**config.mk**
```make
export PLATFORM = sky130hd
export DESIGN_NAME = gpio_ports
export DESIGN_NICKNAME = d
export VERILOG_FILES = /design/src/core/gpio_pkg.sv /design/src/core/gpio_ports.sv
export VERILOG_INCLUDE_DIRS = /design/src /design/src/core
export SDC_FILE = /design/constraint.sdc
export NUM_CORES = 1
export LEC_CHECK = 0
export BUFFER_PORTS_ARGS = -buffer_cell sky130_fd_sc_hd__buf_2
export CAP_MARGIN = 20
export CELL_PAD_IN_SITES_DETAIL_PLACEMENT = 1
export CELL_PAD_IN_SITES_GLOBAL_PLACEMENT = 2
export CORE_MARGIN = 5
export CORE_UTILIZATION = 31
export CTS_CLUSTER_SIZE = 10
export DETAILED_ROUTE_END_ITERATION = 12
export GPL_TIMING_DRIVEN = 0
export PLACE_DENSITY_LB_ADDON = 0.05
export SLEW_MARGIN = 15
export SYNTH_ARGS = -nofsm -noshare
export SYNTH_HDL_FRONTEND = slang
export SYNTH_SLANG_ARGS = --single-unit
```
**constraint.sdc**
```tcl
create_clock -name i_clock -period 3.15 [get_ports i_clock]
set_input_delay 0.315 -clock i_clock [delete_from_list [all_inputs] [get_ports i_clock]]
set_output_delay 0.315 -clock i_clock [all_outputs]
set_load 0.05 [all_outputs]
```
**src/core/gpio_map.svh**
```systemverilog
`ifndef GPIO_MAP_SVH
`define GPIO_MAP_SVH
// ********************
// register offsets
// ********************
`define GPIO_ADDR_FIRST_DATA 12'h000
`define GPIO_ADDR_SECOND_DATA 12'h002
`define GPIO_ADDR_THIRD_DATA 12'h003
`define GPIO_ADDR_SECOND_DIR 12'h0f6
`define GPIO_ADDR_THIRD_FSEL 12'h0f7
`define GPIO_ADDR_FIRST_HDIR 12'h0f8
`define GPIO_ADDR_DRIVE_CFG 12'hf00
// ********************
// field positions
// ********************
`define GPIO_HDIR_UPPER_BIT 6
`define GPIO_HDIR_LOWER_BIT 0
`define GPIO_FSEL_ANALOG_BIT 1
`define GPIO_FSEL_IRAMP_BIT 2
`define GPIO_FSEL_P2OD_BIT 0
`define GPIO_CFG_FIRST_PP_BIT 2
`define GPIO_CFG_COMPOUT_BIT 0
`define GPIO_UART_TXEN_BIT 7
`define GPIO_UART_RXEN_BIT 6
`define GPIO_UART_IEN_BIT 5
`define GPIO_UART_BAUD_BIT 0
`define GPIO_UART_RXIE_BIT 4
`define GPIO_IRQC_RISE_BIT 6
`define GPIO_IRQC_FALL_BIT 7
// ********************
// reset values
// ********************
`define GPIO_RST_SECOND_DIR 8'hff
`define GPIO_RST_FIRST_HDIR 2'b11
`define GPIO_RST_FSEL 3'b000
`define GPIO_RST_CFG 2'b10
`define GPIO_RST_THIRD_OUT 4'h0
`endif

```
**src/core/gpio_pkg.sv**
```systemverilog
package gpio_pkg;
  // ********************
  // register bus request
  // ********************
  typedef struct packed {
    logic [11:0] addr;
    logic [7:0] wdata;
    logic wr;
    logic rd;
  } gpio_bus_t;
  // ********************
  // one port's pin triple
  // ********************
  typedef struct packed {
    logic [7:0] out;
    logic [7:0] oe;
    logic [7:0] pullup_en;
  } gpio_pin_t;
  // read-modify-write operations of the cpu
  typedef enum logic [1:0] {GPIO_OP_STORE, GPIO_OP_OR, GPIO_OP_AND, GPIO_OP_XOR} gpio_op_t;
endpackage : gpio_pkg

```
**src/core/gpio_ports.sv**
```systemverilog
`timescale 1ns/100ps
`include "gpio_map.svh"
// Behaviour
// - first port direction per four-bit half
// - second port direction per bit
// - third port: four inputs, four outputs
// - pull-ups off on output pins
// - port reads return pin levels
// - or/and/xor read pins, write latch
// - drive config bit 2 selects push-pull
// - reset or recovery: first port inputs
// - uart transmit overrides first port bit seven
// - one global second port drive mode
// - power-on: second port all inputs
// - second port or/and gates, edge detect
// - ir amplifier wins over comparator one
// - analog mode: input zero reads one
// - input one source feeds irq two
// - uart receive from input two
// - analog: input two feeds comparator two
// - irq zero source follows receive interrupt enable
// - analog: bit three shows recovery state
// - input three falling edge irq one
// - irq one single selected source
module gpio_ports (
  input wire logic i_clock,
  input wire logic i_srst,
  input wire logic i_stop_recover, // stop-mode recovery pulse
  input wire gpio_pkg::gpio_bus_t i_bus,
  input wire gpio_pkg::gpio_op_t i_op, // operation qualifying a write
  output logic [7:0] o_rdata,
  input wire logic [7:0] i_first_pin,
  output gpio_pkg::gpio_pin_t o_first,
  input wire logic [7:0] i_second_pin,
  output gpio_pkg::gpio_pin_t o_second,
  input wire logic [3:0] i_third_pin,
  output logic [3:0] o_third_out,
  input wire logic [7:0] i_uart_control,
  input wire logic [7:0] i_irq_config,
  input wire logic i_uart_txd,
  input wire logic i_uart_rx_irq,
  input wire logic i_uart_tx_empty,
  input wire logic i_baud_rate_generator_event,
  input wire logic i_comparator_one,
  input wire logic i_comparator_two,
  input wire logic i_ir_amp_out,
  input wire logic i_recovery_cond_n, // low while a recovery condition exists
  input wire logic [3:0] i_timer_out,
  input wire logic i_demod_mode,
  output logic o_uart_rxd,
  output logic o_second_or,
  output logic o_second_and,
  output logic o_second_edge,
  output logic o_timer_edge_src,
  output logic o_interrupt_request_zero,
  output logic o_interrupt_request_one,
  output logic o_interrupt_request_two
);
  // ********************
  // registers
  // ********************
  logic [7:0] first_latch_ff; // output latches
  logic [7:0] second_latch_ff;
  logic [3:0] third_latch_ff;
  logic [1:0] first_hdir_ff; // [1] upper, [0] lower; 1 = input
  logic [7:0] second_dir_ff; // 1 = input
  logic [2:0] fsel_ff; // function select
  logic [1:0] cfg_ff; // [1] first push-pull, [0] comp out
  logic [7:0] rdata_ff;
  logic [7:0] second_prev_ff; // edge detect history
  logic src2_prev_ff, src0_prev_ff, in3_prev_ff, rec_prev_ff;
  logic interrupt_request_zero_ff, interrupt_request_one_ff, interrupt_request_two_ff, sedge_ff;
  logic analog, wr_hit_first, wr_hit_second, wr_hit_third;
  logic [7:0] first_dir_out, first_drive, third_rd;
  logic src2, src0;
  logic [7:0] third_rmw; // full-width result, upper half lands in the latch

  // applies the cpu operation against the pin levels, not the latch
  function automatic logic [7:0] gpio_rmw(input gpio_pkg::gpio_op_t op, input logic [7:0] pin,
                                          input logic [7:0] wd);
    unique case (op)
      gpio_pkg::GPIO_OP_OR: gpio_rmw = pin | wd;
      gpio_pkg::GPIO_OP_AND: gpio_rmw = pin & wd;
      gpio_pkg::GPIO_OP_XOR: gpio_rmw = pin ^ wd;
      default: gpio_rmw = wd;
    endcase
  endfunction : gpio_rmw

  // edge selection from two config bits: rise, fall or both
  function automatic logic gpio_edge(input logic cur, input logic prev, input logic [7:0] cfg);
    gpio_edge = (cfg[`GPIO_IRQC_RISE_BIT] & cur & ~prev) | (cfg[`GPIO_IRQC_FALL_BIT] & ~cur & prev);
  endfunction : gpio_edge

  // ********************
  // decode
  // ********************
  assign analog = fsel_ff[`GPIO_FSEL_ANALOG_BIT];
  assign wr_hit_first = i_bus.wr && i_bus.addr == `GPIO_ADDR_FIRST_DATA;
  assign wr_hit_second = i_bus.wr && i_bus.addr == `GPIO_ADDR_SECOND_DATA;
  assign wr_hit_third = i_bus.wr && i_bus.addr == `GPIO_ADDR_THIRD_DATA;
  assign third_rmw = gpio_rmw(i_op, {o_third_out, i_third_pin}, i_bus.wdata);

  // ********************
  // configuration registers
  // ********************
  // direction of first port: reset and recovery both return to input
  always_ff @(posedge i_clock)
  begin
    if (i_srst || i_stop_recover)
      first_hdir_ff <= `GPIO_RST_FIRST_HDIR;
    else if (i_bus.wr && i_bus.addr == `GPIO_ADDR_FIRST_HDIR)
      first_hdir_ff <= {i_bus.wdata[`GPIO_HDIR_UPPER_BIT], i_bus.wdata[`GPIO_HDIR_LOWER_BIT]};
  end

  // second port direction; recovery does not touch it
  always_ff @(posedge i_clock)
  begin
    if (i_srst)
      second_dir_ff <= `GPIO_RST_SECOND_DIR;
    else if (i_bus.wr && i_bus.addr == `GPIO_ADDR_SECOND_DIR)
      second_dir_ff <= i_bus.wdata;
  end

  // function select, holds analog, ir amp and second port drive
  always_ff @(posedge i_clock)
  begin
    if (i_srst)
      fsel_ff <= `GPIO_RST_FSEL;
    else if (i_bus.wr && i_bus.addr == `GPIO_ADDR_THIRD_FSEL)
      fsel_ff <= i_bus.wdata[2:0];
  end

  // drive configuration, kept across recovery
  always_ff @(posedge i_clock)
  begin
    if (i_srst)
      cfg_ff <= `GPIO_RST_CFG;
    else if (i_bus.wr && i_bus.addr == `GPIO_ADDR_DRIVE_CFG)
      cfg_ff <= {i_bus.wdata[`GPIO_CFG_FIRST_PP_BIT], i_bus.wdata[`GPIO_CFG_COMPOUT_BIT]};
  end

  // ********************
  // output latches
  // ********************
  // latches start low so pins never glitch high on turning to output
  always_ff @(posedge i_clock)
  begin
    if (i_srst)
    begin
      first_latch_ff <= 8'h00;
      second_latch_ff <= 8'h00;
      third_latch_ff <= `GPIO_RST_THIRD_OUT;
    end
    else
    begin
      if (wr_hit_first)
        first_latch_ff <= gpio_rmw(i_op, i_first_pin, i_bus.wdata);
      if (wr_hit_second)
        second_latch_ff <= gpio_rmw(i_op, i_second_pin, i_bus.wdata);
      if (wr_hit_third)
        third_latch_ff <= third_rmw[7:4];
    end
  end

  // ********************
  // pin drive
  // ********************
  always_comb
  begin
    first_dir_out = {{4{~first_hdir_ff[1]}}, {4{~first_hdir_ff[0]}}};
    first_drive = first_latch_ff;
    if (i_uart_control[`GPIO_UART_TXEN_BIT])
      first_drive[7] = i_uart_txd; // reaches pin only if upper half is output
  end

  // open drain drives only the low level
  assign o_first.out = first_drive;
  assign o_first.oe = first_dir_out & (cfg_ff[1] ? 8'hff : ~first_drive);
  assign o_first.pullup_en = ~first_dir_out;
  assign o_second.out = second_latch_ff;
  assign o_second.oe = ~second_dir_ff & (fsel_ff[`GPIO_FSEL_P2OD_BIT] ? 8'hff : ~second_latch_ff);
  assign o_second.pullup_en = second_dir_ff;

  // upper third port always pushes; timers OR into the latch, comparators may take over bits zero and three
  always_comb
  begin
    o_third_out = third_latch_ff | i_timer_out;
    if (cfg_ff[0])
    begin
      o_third_out[0] = fsel_ff[`GPIO_FSEL_IRAMP_BIT] ? i_ir_amp_out : i_comparator_one;
      o_third_out[3] = i_comparator_two;
    end
  end

  // ********************
  // third port input functions
  // ********************
  // ir amplifier takes precedence over comparator one
  assign src2 = fsel_ff[`GPIO_FSEL_IRAMP_BIT] ? i_ir_amp_out
              : (analog ? i_comparator_one : i_third_pin[1]);
  assign o_timer_edge_src = src2;
  assign o_uart_rxd = i_uart_control[`GPIO_UART_RXEN_BIT] ? i_third_pin[2] : 1'b1;
  // receive interrupt enable set routes the uart interrupt; polarity is a choice
  assign src0 = i_uart_control[`GPIO_UART_RXIE_BIT] ? i_uart_rx_irq
              : (analog ? i_comparator_two : i_third_pin[2]);

  // ********************
  // read path: pins, never latches
  // ********************
  always_comb
  begin
    third_rd = {4'hf, i_third_pin};
    if (analog)
    begin
      third_rd[0] = 1'b1;
      third_rd[3] = i_recovery_cond_n;
    end
  end

  // unmapped or write-only addresses read all ones
  always_ff @(posedge i_clock)
  begin
    if (i_srst)
      rdata_ff <= 8'h00;
    else if (i_bus.rd)
      unique case (i_bus.addr)
        `GPIO_ADDR_FIRST_DATA: rdata_ff <= i_first_pin;
        `GPIO_ADDR_SECOND_DATA: rdata_ff <= i_second_pin;
        `GPIO_ADDR_THIRD_DATA: rdata_ff <= third_rd;
        default: rdata_ff <= 8'hff;
      endcase
    else
      rdata_ff <= 8'h00;
  end
  assign o_rdata = rdata_ff;

  // ********************
  // second port wake logic
  // ********************
  assign o_second_or = |i_second_pin;
  assign o_second_and = &i_second_pin;
  // bit zero edge only in demodulation mode, any bit otherwise
  always_ff @(posedge i_clock)
  begin
    if (i_srst)
    begin
      second_prev_ff <= i_second_pin; // no false edge after reset
      sedge_ff <= 1'b0;
    end
    else
    begin
      second_prev_ff <= i_second_pin;
      sedge_ff <= i_demod_mode ? (i_second_pin[0] ^ second_prev_ff[0])
                               : |(i_second_pin ^ second_prev_ff);
    end
  end
  assign o_second_edge = sedge_ff;

  // ********************
  // interrupt request edges
  // ********************
  always_ff @(posedge i_clock)
  begin
    if (i_srst)
    begin
      // history follows the live level so release brings no false edge
      src2_prev_ff <= src2;
      src0_prev_ff <= src0;
      in3_prev_ff <= i_third_pin[3];
      rec_prev_ff <= i_recovery_cond_n;
      interrupt_request_zero_ff <= 1'b0;
      interrupt_request_one_ff <= 1'b0;
      interrupt_request_two_ff <= 1'b0;
    end
    else
    begin
      src2_prev_ff <= src2;
      src0_prev_ff <= src0;
      in3_prev_ff <= i_third_pin[3];
      rec_prev_ff <= i_recovery_cond_n;
      interrupt_request_two_ff <= gpio_edge(src2, src2_prev_ff, i_irq_config);
      interrupt_request_zero_ff <= gpio_edge(src0, src0_prev_ff, i_irq_config);
      // only one irq one source active at a time
      if (i_uart_control[`GPIO_UART_TXEN_BIT] && i_uart_control[`GPIO_UART_IEN_BIT])
        interrupt_request_one_ff <= i_uart_tx_empty;
      else if (i_uart_control[`GPIO_UART_BAUD_BIT] && i_uart_control[`GPIO_UART_IEN_BIT]
               && !i_uart_control[`GPIO_UART_RXEN_BIT])
        interrupt_request_one_ff <= i_baud_rate_generator_event;
      else if (analog)
        interrupt_request_one_ff <= rec_prev_ff & ~i_recovery_cond_n;
      else
        interrupt_request_one_ff <= in3_prev_ff & ~i_third_pin[3];
    end
  end
  assign o_interrupt_request_zero = interrupt_request_zero_ff;
  assign o_interrupt_request_one = interrupt_request_one_ff;
  assign o_interrupt_request_two = interrupt_request_two_ff;

  // ********************
  // checks
  // ********************
  AST_FIRST_RECOVER_INPUT: assert property (@(posedge i_clock)
    i_stop_recover |=> o_first.oe == 8'h00) else $error("first port drives after recovery");
  AST_PULLUP_OFF_OUT: assert property (@(posedge i_clock) disable iff (i_srst)
    (o_first.pullup_en & o_first.oe) == 8'h00 && (o_second.pullup_en & o_second.oe) == 8'h00)
    else $error("pull-up on while driving");
  AST_HALF_DIR: assert property (@(posedge i_clock) disable iff (i_srst)
    o_first.pullup_en[3:0] == {4{o_first.pullup_en[0]}}) else $error("lower half split");
  AST_FIRST_READ_PIN: assert property (@(posedge i_clock) disable iff (i_srst)
    i_bus.rd && i_bus.addr == `GPIO_ADDR_FIRST_DATA |=> o_rdata == $past(i_first_pin))
    else $error("first port read not pin level");
  AST_ANALOG_BIT0: assert property (@(posedge i_clock) disable iff (i_srst)
    i_bus.rd && i_bus.addr == `GPIO_ADDR_THIRD_DATA && analog |=> o_rdata[0])
    else $error("analog bit zero not one");
  AST_SECOND_POR: assert property (@(posedge i_clock)
    i_srst |=> o_second.oe == 8'h00) else $error("second port drives after reset");
  AST_IR_WINS: assert property (@(posedge i_clock) disable iff (i_srst)
    fsel_ff[`GPIO_FSEL_IRAMP_BIT] |-> o_timer_edge_src == i_ir_amp_out) else $error("ir amp not selected");
  AST_OR_GATE: assert property (@(posedge i_clock) disable iff (i_srst)
    o_second_or == (i_second_pin != 8'h00)) else $error("or gate wrong");
endmodule : gpio_ports

```
==> impl_metrics.sql <==
INSERT INTO impl_metrics (metric_group, metric, value, unit) VALUES
('floorplan', 'initial_core_util', '31.3', '%'),
('routing', 'avgRoutedWirePerCell', '18.2', 'um'),
('floorplan', 'die_width', '119', 'um'),
('critical_path', 'critical_path.startpoint_type', 'register', ''),
('synth', 'synthesis.yosys.warnings', '0', ''),
('floorplan', 'die-area', '14300', 'um^2'),
('pwr', 'clkPwrFrac', '47.6', '%'),
('critical_path', 'arrival', '1.73', 'ns'),
('critical_path', 'timing_worst_setup_path_type', 'register to output pin', ''),
('synth', 'mappedNetlistNets', '499', ''),
('grt', 'global_route.overflow_total', '0', ''),
('routing', 'antenna_violating_nets_post_route', '0', ''),
('critical_path', 'setup.worst_path.end_class', 'output pin', ''),
('critical_path', 'critical_path.reg2reg.endpoint', 'third_latch_ff[3]', ''),
('grt', 'first_global_vias', '3440', ''),
('synth', 'most_frequent_cell_after_synthesis', 'dfxtp_1', ''),
('worst_hold_path', 'worst_hold_path_type', 'input pin to register', ''),
('routing', 'wl', '12300', 'um'),
('synth', 'netlist-cell-type-count', '41', ''),
('critical_path', 'cell_type_of_the_slowest_stage_on_the_worst_timing_path', 'buf_2', ''),
('sta', 'highest_clock_rate', '0.490', 'GHz'),
('clock_tree', 'cts_made_buffers', '9', ''),
('sta', 'setup_violations', '0', ''),
('sta', 'timing.setup.tns', '0', 'ns'),
('routing', 'vias_per_cell', '4.91', ''),
('synth', 'dominantRegCellSynth', 'dfxtp_1', ''),
('synth', 'sequential_area_share_after_synthesis', '31.8', '%'),
('routing', 'detailedRoute.firstIterationViolations', '84', ''),
('pwr', 'total_leakage_power', '0.00245', 'uW'),
('layout', 'post_route_cells_drive_above_1_share', '35.1', '%'),
('clock_tree', 'cts_num_sinks', '59', ''),
('layout', 'layoutNonFillerInstCount', '677', ''),
('clock_tree', 'clock_tree_from_tritoncts', 'built', ''),
('clock_tree', 'clock_path_buffers', '2', ''),
('worst_hold_path', 'timing.hold.worst_path_depth', '1', ''),
('worst_hold_path', 'hold_end', 'in3_prev_ff', ''),
('sta', 'grt_setup_unrepaired', 'false', ''),
('sta', 'period_utilization_post_route', '64.8', '%'),
('critical_path', 'top_fanout_value_on_the_critical_path', '7', ''),
('place', 'post-dp-hpwl', '9740', 'um'),
('synth', 'synthDominantCellAreaShare', '31.8', '%'),
('sta', 'setup_slack', '1.11', 'ns'),
('critical_path', 'cp_cell_sequence', 'clkbuf_1, mux2i_1, o21ai_0, buf_2', ''),
('clock_tree', 'clock_tree.root_cell', 'clkbuf_16', ''),
('clock_tree', 'number_of_gates_given_a_new_drive_strength_after_cts', '0', ''),
('sta', 'finalCriticalPeriod', '2.04', 'ns'),
('flow_run', 'drv.max_cap_violation_count', '0', ''),
('pwr', 'power.share.switching', '26.4', '%'),
('floorplan', 'design.core.area', '11900', 'um^2'),
('worst_hold_path', 'worst_hold_startpoint', 'i_third_pin[3]', ''),
('synth', 'syn-cell-area', '3710', 'um^2'),
('clock_tree', 'cts-htree-levels', '3', ''),
('floorplan', 'row_count', '40', ''),
('pwr', 'power_per_cell_area', '432', 'nW/um^2'),
('layout', 'finalNetCount', '642', ''),
('routing', 'via_count', '3323', ''),
('pwr', 'power.sequential.fraction', '36.7', '%'),
('grt', 'grt_max_degree', '11', ''),
('place', 'dp_slack', '0.769', 'ns'),
('place', 'gp_congestion', '0.767', ''),
('place', 'quantity_of_i_o_buffers_inserted_on_ports', '132', ''),
('synth', 'fraction_of_registers_with_async_set_or_reset_after_synthesis', '0', '%'),
('routing', 'pre_repair_dr_iteration_count', '4', ''),
('pwr', 'combPwrFrac', '15.7', '%'),
('clock_tree', 'clk_pin_slew', '0.05', 'ns'),
('layout', 'area_delta_synth_final', '30.7', '%'),
('synth', 'synth_area_leaders', 'dfxtp_1 (32%), ha_1 (13%), mux4_2 (12%)', ''),
('critical_path', 'ff2ff_setup_slack', '1.25', 'ns'),
('clock_tree', 'clkLatencyLatePin', '0.32', 'ns'),
('sta', 'timing.slew.headroom', '38.6', '%'),
('status', 'status', 'completed', '');
sequential cells by signal, summed over array words and instances, names as in the netlist, 2 cells and up:
name and cells:
second_latch_ff 8, cfg_ff 2, o_rdata 8, fsel_ff 3, second_dir_ff 8, first_latch_ff 8
first_hdir_ff 2, second_prev_ff 8, third_latch_ff 4
logic make-up after synthesis:
logic type | after synthesis | synth area share, %
DFF | 59 | 31.8
adders and majority gates | 40 | 13.5
AOI/OAI and AO/OA | 48 | 7.65
buffers and inverters | 80 | 9.47
xor gates and xnor gates | 8 | 1.89
and+or+nand+nor | 86 | 12.2
muxes | 62 | 23.5
metrics by stage:
step	power [uW]	hold slack [ns]	cell area (um^2)
floorplan	980	0.343	3710
global placement	1110	0.448	4560
detailed placement	1120	0.453	4560
CTS	2130	0.106	4850
global route	2190	0.102	4850
finish	2100	0.119	4850
worst max-delay path by stage:
| stage | from | slack (ns) | endpoint | cells after the start |
|---|---|---|---|---|
| 6_report | fsel_ff[1] | 1.11 | o_timer_edge_src | 4 |
| 5_1_grt | i_bus[15] | 0.87 | second_latch_ff[4] | 5 |
| 4_1_cts | fsel_ff[1] | 1.07 | o_timer_edge_src | 4 |
| 3_5_place_dp | i_bus[15] | 0.77 | second_latch_ff[4] | 5 |
| 3_3_place_gp | i_bus[15] | 0.83 | second_latch_ff[1] | 5 |
| 2_1_floorplan | third_latch_ff[3] | 0.45 | third_latch_ff[3] | 7 |
power groups by stage:
| stage | registers [uW] | logic [uW] | clock network [uW] |
|---|---|---|---|
| floorplan | 816 | 163 | 0 |
| global placement | 785 | 323 | 0 |
| detailed placement | 786 | 334 | 0 |
| CTS | 770 | 336 | 1020 |
| global route | 771 | 363 | 1050 |
| finish | 770 | 328 | 999 |
layout make-up:
| cell class | count | area (um^2) |
|---|---|---|
| Sequential cell | 59 | 1180 |
| Buffer | 26 | 149 |
| Clock buffer | 13 | 260 |
| Tap cell | 147 | 184 |
| Fill cell | 1395 | 7010 |
| Timing Repair Buffer | 132 | 661 |
| Inverter | 54 | 203 |
| Clock inverter | 2 | 35.0 |
| Multi-Input combinational cell | 244 | 2180 |
critical path, delay by kind of cell, from the launching register on:
family / cells / cell delay, ns
buffers and inverters: 2 / 0.63
multiplexers: 1 / 0.16
AO/OA/AOI/OAI: 1 / 0.31
flip-flops: 1 / 0.30
routing by layer:
metal	global-route usage, %	wire [um]
met1	22.6	5570
met2	29.1	6020
met3	4.27	636
met4	5.08	118
met5	0	0
placed cells by master, fill, tap and decap left out, drive strengths merged, types with 3 or more instances in the layout:
master	n
clkbuf	23
nand2b	4
inv	52
o211ai	4
o21ai	6
nor4	8
xnor2	4
nand4	5
buf	148
mux2i	41
nor2	32
a21oi	28
ha	40
clkinv	3
dfxtp	59
nand2	19
mux4	20
o31ai	4
xor2	4
No activity file was read; power rests on OpenSTA's default activity.
